==> src/core/pcm_seq_pkg.sv <==
// Package of command codes, register map and timing for the memory command sequencer
package pcm_seq_pkg;

	// Device command codes
	localparam logic [7:0] CMD_READ_ARRAY   = 8'h00_FF;
	localparam logic [7:0] CMD_READ_STATUS  = 8'h00_70;
	localparam logic [7:0] CMD_SUSPEND      = 8'h00_B0;
	localparam logic [7:0] CMD_CONFIRM      = 8'h00_D0;
	localparam logic [7:0] CMD_PROGRAM      = 8'h00_40;
	localparam logic [7:0] CMD_LOCK_SETUP   = 8'h00_60;
	localparam logic [7:0] CMD_LOCK         = 8'h00_01;
	localparam logic [7:0] CMD_LOCKDOWN     = 8'h00_2F;
	localparam logic [7:0] CMD_READ_ID      = 8'h00_90;
	localparam logic [7:0] CMD_PROT_SETUP   = 8'h00_C0;
	localparam logic [7:0] CMD_CLEAR_STATUS = 8'h00_50;

	// Status bit positions
	localparam int MACHINE_READY_BIT = 7;
	localparam int PROGRAM_FAIL_BIT  = 4;
	localparam int SUPPLY_FAIL_BIT   = 3;
	localparam int LOCK_ABORT_BIT    = 1;
	localparam int LOCK_LINE_BIT     = 0;
	localparam int LOCKDOWN_LINE_BIT = 1;
	localparam logic [22:0] LOCK_STATUS_OFFSET = 23'h00_0002;

	// Register byte addresses
	localparam logic [7:0] REG_CTRL   = 8'h00_00;
	localparam logic [7:0] REG_ADDR   = 8'h00_04;
	localparam logic [7:0] REG_DATA   = 8'h00_08;
	localparam logic [7:0] REG_RESULT = 8'h00_0C;
	localparam logic [7:0] REG_IRQ_ST = 8'h00_10;
	localparam logic [7:0] REG_IRQ_MK = 8'h00_14;

	// Interrupt bit positions
	localparam int IRQ_DONE  = 0;
	localparam int IRQ_ERROR = 1;
	localparam int IRQ_W     = 2;

	// Control register fields
	localparam int CTRL_START = 0;
	localparam int CTRL_OP_LO = 4;
	localparam int CTRL_OP_HI = 7;

	// Strobe timing on the pins
	localparam int STROBE_NS     = 70;
	localparam int CLK_NS        = 10;
	localparam int STROBE_CYCLES = (STROBE_NS + CLK_NS - 1) / CLK_NS;

	typedef enum logic [3:0] {
		OP_ERASE_SUSPEND = 4'h0_1,
		OP_ERASE_RESUME  = 4'h0_2,
		OP_LOCK          = 4'h0_3,
		OP_UNLOCK        = 4'h0_4,
		OP_LOCKDOWN      = 4'h0_5,
		OP_LOCK_STATUS   = 4'h0_6,
		OP_PROT_PROGRAM  = 4'h0_7,
		OP_CLEAR_STATUS  = 4'h0_8,
		OP_READ_ARRAY    = 4'h0_9,
		OP_PROGRAM       = 4'h0_A,
		OP_READ_WORD     = 4'h0_B
	} op_e;

	// One bus cycle toward the memory pins
	typedef struct packed {
		logic        write;
		logic [22:0] addr;
		logic [15:0] data;
	} bus_req_s;

endpackage

==> src/core/pcm_bus_cycle.sv <==
// One asynchronous read or write cycle on the memory pins
`timescale 1ns/10ps
module pcm_bus_cycle import pcm_seq_pkg::*; #(
	parameter int HOLD = STROBE_CYCLES
) (
	input  wire logic        mclk,
	input  wire logic        reset_n,
	input  wire logic        start,
	input  wire bus_req_s    req,
	output logic             done,
	output logic [15:0]      rdata,
	output logic             chip_en_n,
	output logic             out_en_n,
	output logic             write_en_n,
	output logic [22:0]      addr,
	output logic [15:0]      dq_out,
	output logic             dq_oe,
	input  wire logic [15:0] dq_in
);

	typedef enum logic [1:0] {IDLE = 2'b00, STROBE = 2'b01, GAP = 2'b11} cyc_e;

	cyc_e        state_reg;
	logic [7:0]  count_reg;
	logic        write_reg;
	logic        last;

	assign last = (count_reg == 8'(HOLD - 1));

	// Each cycle drops and restores the strobes, so status is refreshed every read
	always_ff @(posedge mclk) begin
		if (!reset_n) begin
			state_reg  <= IDLE;
			count_reg  <= '0;
			write_reg  <= 1'b0;
			chip_en_n  <= 1'b1;
			out_en_n   <= 1'b1;
			write_en_n <= 1'b1;
			addr       <= '0;
			dq_out     <= '0;
			dq_oe      <= 1'b0;
			rdata      <= '0;
			done       <= 1'b0;
		end else begin
			done <= 1'b0;
			case (state_reg)
				IDLE: begin
					count_reg <= '0;
					if (start) begin
						state_reg  <= STROBE;
						write_reg  <= req.write;
						addr       <= req.addr;
						dq_out     <= req.data;
						dq_oe      <= req.write;
						chip_en_n  <= 1'b0;
						out_en_n   <= req.write;
						write_en_n <= !req.write;
					end
				end
				STROBE: begin
					count_reg <= count_reg + 8'd1;
					if (last) begin
						if (!write_reg) begin
							rdata <= dq_in;
						end
						chip_en_n  <= 1'b1;
						out_en_n   <= 1'b1;
						write_en_n <= 1'b1;
						state_reg  <= GAP;
					end
				end
				GAP: begin
					dq_oe     <= 1'b0;
					done      <= 1'b1;
					state_reg <= IDLE;
				end
				default: state_reg <= IDLE;
			endcase
		end
	end

	logic [7:0]  low_cnt_reg;

	// Counts low cycles of chip enable, so the width check needs no long repetition
	always_ff @(posedge mclk) begin
		if (!reset_n) begin
			low_cnt_reg <= '0;
		end else if (chip_en_n) begin
			low_cnt_reg <= '0;
		end else begin
			low_cnt_reg <= low_cnt_reg + 8'd1;
		end
	end

	strobe_width_a : assert property (@(posedge mclk) disable iff (!reset_n)
		$rose(chip_en_n) |-> low_cnt_reg >= 8'(HOLD)) else $error("strobe too short");

endmodule // pcm_bus_cycle

==> src/core/pcm_command_sequencer.sv <==
// Host-side sequencer that issues memory command procedures from APB orders
//
// Contract
// - Suspend: read-status then suspend code
// - Toggle strobes to refresh status
// - Suspended erase allows other reads, programs; resume
// - Lock change: setup then lock/unlock/lockdown
// - Protection program: setup, data, poll
// - Read-array command ends each sequence; program, read word, erase suspend, erase resume and any sequence whose poll sees an error end without it
// - Clear status before retry
// - Error check may follow many programs
`timescale 1ns/10ps
module pcm_command_sequencer import pcm_seq_pkg::*; #(
	parameter int HOLD = STROBE_CYCLES
) (
	input  wire logic        mclk,
	input  wire logic        reset_n,
	input  wire logic        psel,
	input  wire logic        penable,
	input  wire logic        pwrite,
	input  wire logic [7:0]  paddr,
	input  wire logic [31:0] pwdata,
	output logic [31:0]      prdata,
	output logic             pready,
	output logic             pslverr,
	output logic             irq,
	output logic             chip_en_n,
	output logic             out_en_n,
	output logic             write_en_n,
	output logic [22:0]      mem_addr,
	output logic [15:0]      dq_out,
	output logic             dq_oe,
	input  wire logic [15:0] dq_in
);

	////////////////////////////////////////////////////////////////////////
	// Sequencer states

	typedef enum logic [2:0] {
		S_IDLE  = 3'b000,
		S_ISSUE = 3'b001,
		S_WAIT  = 3'b011,
		S_NEXT  = 3'b010,
		S_DONE  = 3'b110
	} seq_e;

	seq_e          state_reg;
	seq_e          state_next;
	op_e           op_reg;
	logic [22:0]   target_reg;
	logic [15:0]   data_reg;
	logic [2:0]    step_reg;
	logic [15:0]   result_reg;
	logic          error_reg;
	logic [IRQ_W-1:0] irq_status_reg;
	logic [IRQ_W-1:0] irq_mask_reg;
	logic          cyc_start;
	logic          cyc_done;
	logic [15:0]   cyc_rdata;
	bus_req_s      cur_req;
	logic          is_poll;
	logic          is_last;
	logic          seq_done;
	logic          ready_seen;
	logic          err_seen;

	// Write cycle helper
	function automatic bus_req_s wr(input logic [22:0] a, input logic [15:0] d);
		bus_req_s r;
		r.write = 1'b1;
		r.addr  = a;
		r.data  = d;
		return r;
	endfunction

	// Read cycle helper
	function automatic bus_req_s rd(input logic [22:0] a);
		bus_req_s r;
		r.write = 1'b0;
		r.addr  = a;
		r.data  = '0;
		return r;
	endfunction

	////////////////////////////////////////////////////////////////////////
	// APB slave: zero wait state, unmapped reads return zero with error

	logic apb_wr;
	logic apb_rd;
	logic mapped;
	logic busy;
	logic start_wr;

	assign apb_wr   = psel && penable && pwrite;
	assign apb_rd   = psel && penable && !pwrite;
	assign pready   = 1'b1;
	assign busy     = (state_reg != S_IDLE);
	assign mapped   = (paddr == REG_CTRL) || (paddr == REG_ADDR) || (paddr == REG_DATA)
		|| (paddr == REG_RESULT) || (paddr == REG_IRQ_ST) || (paddr == REG_IRQ_MK);
	assign pslverr  = psel && penable && !mapped;
	assign start_wr = apb_wr && (paddr == REG_CTRL) && pwdata[CTRL_START] && !busy;

	always_comb begin
		prdata = '0;
		if (apb_rd) begin
			case (paddr)
				REG_CTRL:   prdata = {24'h00_0000, op_reg, 3'b000, busy};
				REG_ADDR:   prdata = {9'h000, target_reg};
				REG_DATA:   prdata = {16'h0000, data_reg};
				REG_RESULT: prdata = {15'h0000, error_reg, result_reg};
				REG_IRQ_ST: prdata = {30'h0000_0000, irq_status_reg};
				REG_IRQ_MK: prdata = {30'h0000_0000, irq_mask_reg};
				default:    prdata = '0;
			endcase
		end
	end

	////////////////////////////////////////////////////////////////////////
	// Step table per procedure

	logic [2:0] poll_step;
	logic [2:0] last_step;

	// Polling step number and final step, per operation
	always_comb begin
		poll_step = 3'd7;
		last_step = 3'd0;
		case (op_reg)
			OP_ERASE_SUSPEND: begin poll_step = 3'd2; last_step = 3'd2; end
			OP_ERASE_RESUME:  begin last_step = 3'd0; end
			OP_LOCK, OP_UNLOCK, OP_LOCKDOWN: begin poll_step = 3'd2; last_step = 3'd3; end
			OP_LOCK_STATUS:   begin last_step = 3'd2; end
			OP_PROT_PROGRAM:  begin poll_step = 3'd2; last_step = 3'd3; end
			OP_PROGRAM:       begin poll_step = 3'd2; last_step = 3'd2; end
			OP_CLEAR_STATUS:  begin last_step = 3'd1; end
			OP_READ_ARRAY:    begin last_step = 3'd0; end
			OP_READ_WORD:     begin last_step = 3'd1; end
			default:          begin last_step = 3'd0; end
		endcase
	end

	// Bus cycle for the current step
	always_comb begin
		cur_req = wr(target_reg, {8'h00, CMD_READ_ARRAY});
		case (op_reg)
			OP_ERASE_SUSPEND: case (step_reg)
				3'd0:    cur_req = wr(target_reg, {8'h00, CMD_READ_STATUS});
				3'd1:    cur_req = wr(target_reg, {8'h00, CMD_SUSPEND});
				default: cur_req = rd(target_reg);
			endcase
			OP_ERASE_RESUME: cur_req = wr(target_reg, {8'h00, CMD_CONFIRM});
			OP_LOCK, OP_UNLOCK, OP_LOCKDOWN: case (step_reg)
				3'd0:    cur_req = wr(target_reg, {8'h00, CMD_LOCK_SETUP});
				3'd1:    cur_req = wr(target_reg, {8'h00, (op_reg == OP_LOCK) ? CMD_LOCK :
					(op_reg == OP_UNLOCK) ? CMD_CONFIRM : CMD_LOCKDOWN});
				3'd2:    cur_req = rd(target_reg);
				default: cur_req = wr(target_reg, {8'h00, CMD_READ_ARRAY});
			endcase
			OP_LOCK_STATUS: case (step_reg)
				3'd0:    cur_req = wr(target_reg + LOCK_STATUS_OFFSET, {8'h00, CMD_READ_ID});
				3'd1:    cur_req = rd(target_reg + LOCK_STATUS_OFFSET);
				default: cur_req = wr(target_reg, {8'h00, CMD_READ_ARRAY});
			endcase
			OP_PROT_PROGRAM, OP_PROGRAM: case (step_reg)
				3'd0:    cur_req = wr(target_reg, {8'h00, (op_reg == OP_PROGRAM) ?
					CMD_PROGRAM : CMD_PROT_SETUP});
				3'd1:    cur_req = wr(target_reg, data_reg);
				3'd2:    cur_req = rd(target_reg);
				default: cur_req = wr(target_reg, {8'h00, CMD_READ_ARRAY});
			endcase
			OP_CLEAR_STATUS: case (step_reg)
				3'd0:    cur_req = wr(target_reg, {8'h00, CMD_CLEAR_STATUS});
				default: cur_req = wr(target_reg, {8'h00, CMD_READ_ARRAY});
			endcase
			OP_READ_ARRAY: cur_req = wr(target_reg, {8'h00, CMD_READ_ARRAY});
			OP_READ_WORD: case (step_reg)
				3'd0:    cur_req = wr(target_reg, {8'h00, CMD_READ_ARRAY});
				default: cur_req = rd(target_reg);
			endcase
			default: cur_req = wr(target_reg, {8'h00, CMD_READ_ARRAY});
		endcase
	end

	assign is_poll    = (step_reg == poll_step);
	assign is_last    = (step_reg == last_step);
	assign ready_seen = cyc_rdata[MACHINE_READY_BIT];
	assign err_seen   = cyc_rdata[PROGRAM_FAIL_BIT] || cyc_rdata[SUPPLY_FAIL_BIT]
		|| cyc_rdata[LOCK_ABORT_BIT];
	assign seq_done   = (state_reg == S_DONE);
	assign cyc_start  = (state_reg == S_ISSUE);

	////////////////////////////////////////////////////////////////////////
	// Sequencer

	always_comb begin
		state_next = state_reg;
		case (state_reg)
			S_IDLE:  if (start_wr) state_next = S_ISSUE;
			S_ISSUE: state_next = S_WAIT;
			S_WAIT: begin
				if (cyc_done) begin
					// Busy status repeats the same read, each one a fresh strobe
					if (is_poll && !ready_seen) begin
						state_next = S_ISSUE;
					end else if (is_poll && err_seen) begin
						state_next = S_DONE;
					end else if (is_last) begin
						state_next = S_DONE;
					end else begin
						state_next = S_NEXT;
					end
				end
			end
			S_NEXT:  state_next = S_ISSUE;
			S_DONE:  state_next = S_IDLE;
			default: state_next = S_IDLE;
		endcase
	end

	always_ff @(posedge mclk) begin
		if (!reset_n) begin
			state_reg  <= S_IDLE;
			step_reg   <= '0;
			op_reg     <= OP_READ_ARRAY;
			target_reg <= '0;
			data_reg   <= '0;
			result_reg <= '0;
			error_reg  <= 1'b0;
		end else begin
			state_reg <= state_next;
			if (start_wr) begin
				op_reg    <= op_e'(pwdata[CTRL_OP_HI:CTRL_OP_LO]);
				step_reg  <= '0;
				error_reg <= 1'b0;
			end
			if (state_reg == S_NEXT) begin
				step_reg <= step_reg + 3'd1;
			end
			if (apb_wr && !busy && paddr == REG_ADDR) begin
				target_reg <= pwdata[22:0];
			end
			if (apb_wr && !busy && paddr == REG_DATA) begin
				data_reg <= pwdata[15:0];
			end
			if (state_reg == S_WAIT && cyc_done && !cur_req.write) begin
				result_reg <= (op_reg == OP_LOCK_STATUS) ? {14'h0000,
					cyc_rdata[LOCKDOWN_LINE_BIT], cyc_rdata[LOCK_LINE_BIT]} : cyc_rdata;
				if (is_poll && ready_seen && err_seen) begin
					error_reg <= 1'b1;
				end
			end
		end
	end

	////////////////////////////////////////////////////////////////////////
	// Interrupts: set wins over write-one-to-clear

	logic [IRQ_W-1:0] irq_set;
	logic [IRQ_W-1:0] irq_clr;

	assign irq_set = {seq_done && error_reg, seq_done};
	assign irq_clr = (apb_wr && paddr == REG_IRQ_ST) ? pwdata[IRQ_W-1:0] : '0;
	assign irq     = |(irq_status_reg & irq_mask_reg);

	always_ff @(posedge mclk) begin
		if (!reset_n) begin
			irq_status_reg <= '0;
			irq_mask_reg   <= '0;
		end else begin
			irq_status_reg <= (irq_status_reg & ~irq_clr) | irq_set;
			if (apb_wr && paddr == REG_IRQ_MK) begin
				irq_mask_reg <= pwdata[IRQ_W-1:0];
			end
		end
	end

	////////////////////////////////////////////////////////////////////////
	// Pin cycle engine

	pcm_bus_cycle #(.HOLD(HOLD)) cycle_u (
		.mclk       (mclk),
		.reset_n    (reset_n),
		.start      (cyc_start),
		.req        (cur_req),
		.done       (cyc_done),
		.rdata      (cyc_rdata),
		.chip_en_n  (chip_en_n),
		.out_en_n   (out_en_n),
		.write_en_n (write_en_n),
		.addr       (mem_addr),
		.dq_out     (dq_out),
		.dq_oe      (dq_oe),
		.dq_in      (dq_in)
	);

	////////////////////////////////////////////////////////////////////////
	// Checks

	suspend_order_a : assert property (@(posedge mclk) disable iff (!reset_n)
		cyc_start && op_reg == OP_ERASE_SUSPEND && step_reg == 3'd1
		|-> cur_req.data[7:0] == CMD_SUSPEND) else $error("suspend code wrong");
	poll_retry_a : assert property (@(posedge mclk) disable iff (!reset_n)
		state_reg == S_WAIT && cyc_done && is_poll && !ready_seen
		|=> state_reg == S_ISSUE) else $error("busy poll not repeated");
	lock_confirm_a : assert property (@(posedge mclk) disable iff (!reset_n)
		cyc_start && op_reg == OP_UNLOCK && step_reg == 3'd1
		|-> cur_req.data[7:0] == CMD_CONFIRM) else $error("unlock code wrong");
	status_addr_a : assert property (@(posedge mclk) disable iff (!reset_n)
		cyc_start && op_reg == OP_LOCK_STATUS && step_reg == 3'd1
		|-> cur_req.addr == target_reg + LOCK_STATUS_OFFSET) else $error("bad addr");
	prot_setup_a : assert property (@(posedge mclk) disable iff (!reset_n)
		cyc_start && op_reg == OP_PROT_PROGRAM && step_reg == 3'd0
		|-> cur_req.data[7:0] == CMD_PROT_SETUP) else $error("setup code wrong");
	error_report_a : assert property (@(posedge mclk) disable iff (!reset_n)
		state_reg == S_WAIT && cyc_done && is_poll && ready_seen && err_seen
		|=> error_reg ##1 irq_status_reg[IRQ_ERROR]) else $error("error lost");
	final_array_a : assert property (@(posedge mclk) disable iff (!reset_n)
		cyc_start && op_reg == OP_LOCK && step_reg == 3'd3
		|-> cur_req.data[7:0] == CMD_READ_ARRAY) else $error("no read array");
	// A clear written in the finishing cycle must not swallow the done event
	done_sticky_a : assert property (@(posedge mclk) disable iff (!reset_n)
		seq_done |=> irq_status_reg[IRQ_DONE]) else $error("done flag lost");

endmodule // pcm_command_sequencer

==> config.mk <==
export PLATFORM = sky130hd
export DESIGN_NAME = pcm_command_sequencer
export DESIGN_NICKNAME = d
export VERILOG_FILES = /design/src/core/pcm_seq_pkg.sv /design/src/core/pcm_bus_cycle.sv /design/src/core/pcm_command_sequencer.sv
export SDC_FILE = /design/constraint.sdc
export NUM_CORES = 1
export LEC_CHECK = 0
export BUFFER_PORTS_ARGS = -buffer_cell sky130_fd_sc_hd__buf_2
export CAP_MARGIN = 20
export CORE_AREA = 2 2 178 127
export DETAILED_ROUTE_END_ITERATION = 6
export DIE_AREA = 0 0 180 129
export HOLD_SLACK_MARGIN = 0.06
export PLACE_DENSITY = 0.57
export RECOVER_POWER = 50
export SYNTH_ARGS = -nofsm -noshare
export SYNTH_HDL_FRONTEND = slang
export SYNTH_HIERARCHICAL = 1
export SYNTH_SLANG_ARGS = --single-unit
==> constraint.sdc <==
create_clock -name mclk -period 3.25 [get_ports mclk]
set_clock_uncertainty 0.2 [all_clocks]
set_input_delay 0.65 -clock mclk [delete_from_list [all_inputs] [get_ports mclk]]
set_output_delay 0.65 -clock mclk [all_outputs]
set_load 0.01 [all_outputs]
==> run summary <==
period utilisation layout -> 101%
Crit path top cell by count -> or3_4
die width -> 180 um
number of library cell types mapped by synthesis -> 85
final core utilization -> 42.4%
slowest CP cell -> or4_4
Commonest cells post-synth -> nand2_1, dfxtp_1, a21oi_1
GRT overflow -> 0
maxcap violations -> 0
DR iter-0 viols -> 546
total chip power -> 0.00406 W
post-route ant nets -> 0
CTS tree -> built
port buffer count -> 119
antenna violations before repair -> 0
Post-Layout Cell Count -> 1347
Post-Syn Area -> 7640 um^2
GPL Wtd Cong -> 0.905
Placed Area -> 8490 um^2
layout cell share with drive strength beyond 1 -> 17.6%
Max Freq -> 305 MHz
status -> complete, but fails checks
hold_sp -> cycle_u/addr[4]$_SDFFE_PN0P_
fin crit period -> 3280 ps
Max Slew Vio Count -> 0
clock slew at reported path FFs -> 50 ps
Finished Cell Area -> 9100 um^2
final setup margin -> -32.7 ps
Critical Path Max Stage Delay -> 530 ps
row cnt -> 45
Total GRT Usage -> 19.8%
worst reg2reg startpoint -> state_reg[0]$_SDFFE_PN0P_
ys flop type -> dfxtp_1
CTS buffer count -> 17
post-synth top area share -> 37.0%
Worst VDD drop -> 354 uV
Synth Register Bits -> 141
Core Footprint -> 21500 um^2
Post-Synthesis Cells -> 952
Seq/Total Area, Yosys -> 37.0%
post-DR wirelength/cell -> 17.0 um
Yosys Warn Count -> 6
crit path launch -> paddr[0]
violated checks -> negative setup slack
CP endpoint kind -> primary output
hold violation total from the final report -> 0
PwrDens -> 446 nW/um^2
clk sinks -> 141
die area -> 23200 um^2
DR vias -> 6941
Layout area overhead -> 19.2%
Pleak -> 3.24 nW
clock tree buffer depth -> 2
CP max FO -> 8
DRC viols -> 0
global-route wire length before repair -> 36000 um
post-synth top area cell -> dfxtp_1
pin count of the biggest net entering global routing -> 112
unrepaired setup endpoints after global routing -> yes
count leader, synth -> nand2_1
Initial DRT Pass Iterations -> 5
H-tree depth -> 4
Routed WL -> 23000 um
kind of critical path -> in2out
Finish-stage setup viols -> 7
number of vias per cell -> 5.15
Worst-Margin Slew -> 1160 ps
Ports -> 139
post-DP HPWL -> 17000 um
# fillers -> 2237
Inst Count DP -> 1317
Worst EP required -> 2400 ps
multi-input logic area -> 4410 um^2
Critical Path Source Type -> input pin
Worst EP arrival -> 2430 ps
Hold-fix buffers, CTS -> 0
ys async rst share -> 0%
Register Area -> 2820 um^2
Critical Path, Cell by Cell -> buf_6 -> or4_4 -> or3_4 -> or3_4 -> buf_8 -> nor2_2 -> buf_2
Clock Latency Late Sink -> 420 ps
clock root buffer master -> clkbuf_16
top cells by area, synth -> dfxtp_1, nand2_1, mux2i_1, a21oi_1, a21boi_1
max_slew headroom -> 22.7%
number of synthesized flops with an enable pin -> 0
Mean Syn Cell Area -> 8.02 um^2
initial core utilization -> 35.6%
Tightest Hold Check Type -> reg2reg
# diodes -> 0
Die H -> 129 um
vias in the first global route -> 6280
# nets final -> 1122
power breakdown:
part | internal (W) | switching [W] | leakage (nW)
clock | 0.00144 | 0.000752 | 0.311
combinational | 0.0000529 | 0.0000878 | 1.80
sequential | 0.00173 | 0.000000491 | 1.14
total | 0.00322 | 0.000840 | 3.24
repair_timing:
item / in CTS / in global routing
buffers inserted: 0 / 0
setup endpoints to repair: 17 / 11
gates resized for setup: 4 / 8
pin swaps: 1 / 0
worst paths after layout:
kind	to	slack, ps	depth (start not counted)
worst max-delay path	prdata[15]	-30	7
worst min-delay path	cycle_u/addr[4]$_SDFFE_PN0P_	250	2
worst max register to register	target_reg[11]$_SDFFE_PN0P_	360	6
worst min register to register	cycle_u/addr[4]$_SDFFE_PN0P_	250	2
cell type report:
class,instances,area share [%]
Sequential cell,141,31.0
Tap cell,282,3.88
Inverter,13,0.536
Multi-Input combinational cell,728,48.4
Clock inverter,10,2.35
Timing Repair Buffer,153,8.99
Clock buffer,20,4.80
stage by stage:
stage / hold WS [ps] / setup TNS, ps / worst slack, ps
4_1_cts: 252 / -81.4 / -27.2
3_5_place_dp: 245 / -1270 / -142
6_report: 251 / -69.8 / -32.7
5_1_grt: 269 / -452 / -66.2
2_1_floorplan: 231 / 0 / 147
3_3_place_gp: 240 / -1160 / -116
cells by family after synthesis:
kind of cell,share of synthesized area [%]
buffers and inverters,6.05
other,0.0983
DFF,37.0
xor gates and xnor gates,2.06
and+or+nand+nor,27.9
muxes,9.65
adders and majority gates,1.15
AOI/OAI and AO/OA,16.1
layer usage:
layer | wire, um | track usage (%) | up-vias
met5 | 0 | 0 | -
met4 | 306 | 5.36 | 0
met3 | 1680 | 4.42 | 21
met2 | 8780 | 26.3 | 234
met1 | 12200 | 31.3 | 3215
li1 | - | - | 3471
critical path, delay by kind of cell:
family | cells | cell delay (ps)
and+or+nand+nor | 4 | 1390
buffers and inverters | 3 | 390
layout by cell type (no fill, tap or decap), types with 4 or more instances in the layout:
| cell | count |
|---|---|
| nand2_1 | 260 |
| buf_2 | 73 |
| and3_1 | 13 |
| nand4_1 | 9 |
| dfxtp_1 | 141 |
| a22oi_1 | 11 |
| mux2_2 | 19 |
| a31oi_1 | 4 |
| bufinv_16 | 6 |
| and2_0 | 4 |
| o31ai_1 | 4 |
| nand3b_1 | 6 |
| clkbuf_16 | 17 |
| a21boi_0 | 26 |
| and2_1 | 12 |
| conb_1 | 10 |
| xnor2_1 | 11 |
| inv_1 | 13 |
| a21boi_1 | 17 |
| buf_4 | 27 |
| nor2_2 | 4 |
| nand3_1 | 25 |
| o21ai_0 | 23 |
| clkbuf_1 | 51 |
| nor2_1 | 37 |
| nand2b_1 | 8 |
| mux4_2 | 5 |
| or3_1 | 7 |
| ha_1 | 7 |
| nor2b_1 | 12 |
| nor3_1 | 8 |
| a21oi_1 | 55 |
| o21bai_1 | 4 |
| xor2_1 | 7 |
| mux2i_1 | 41 |
No activity file was read; power rests on OpenSTA's default activity.
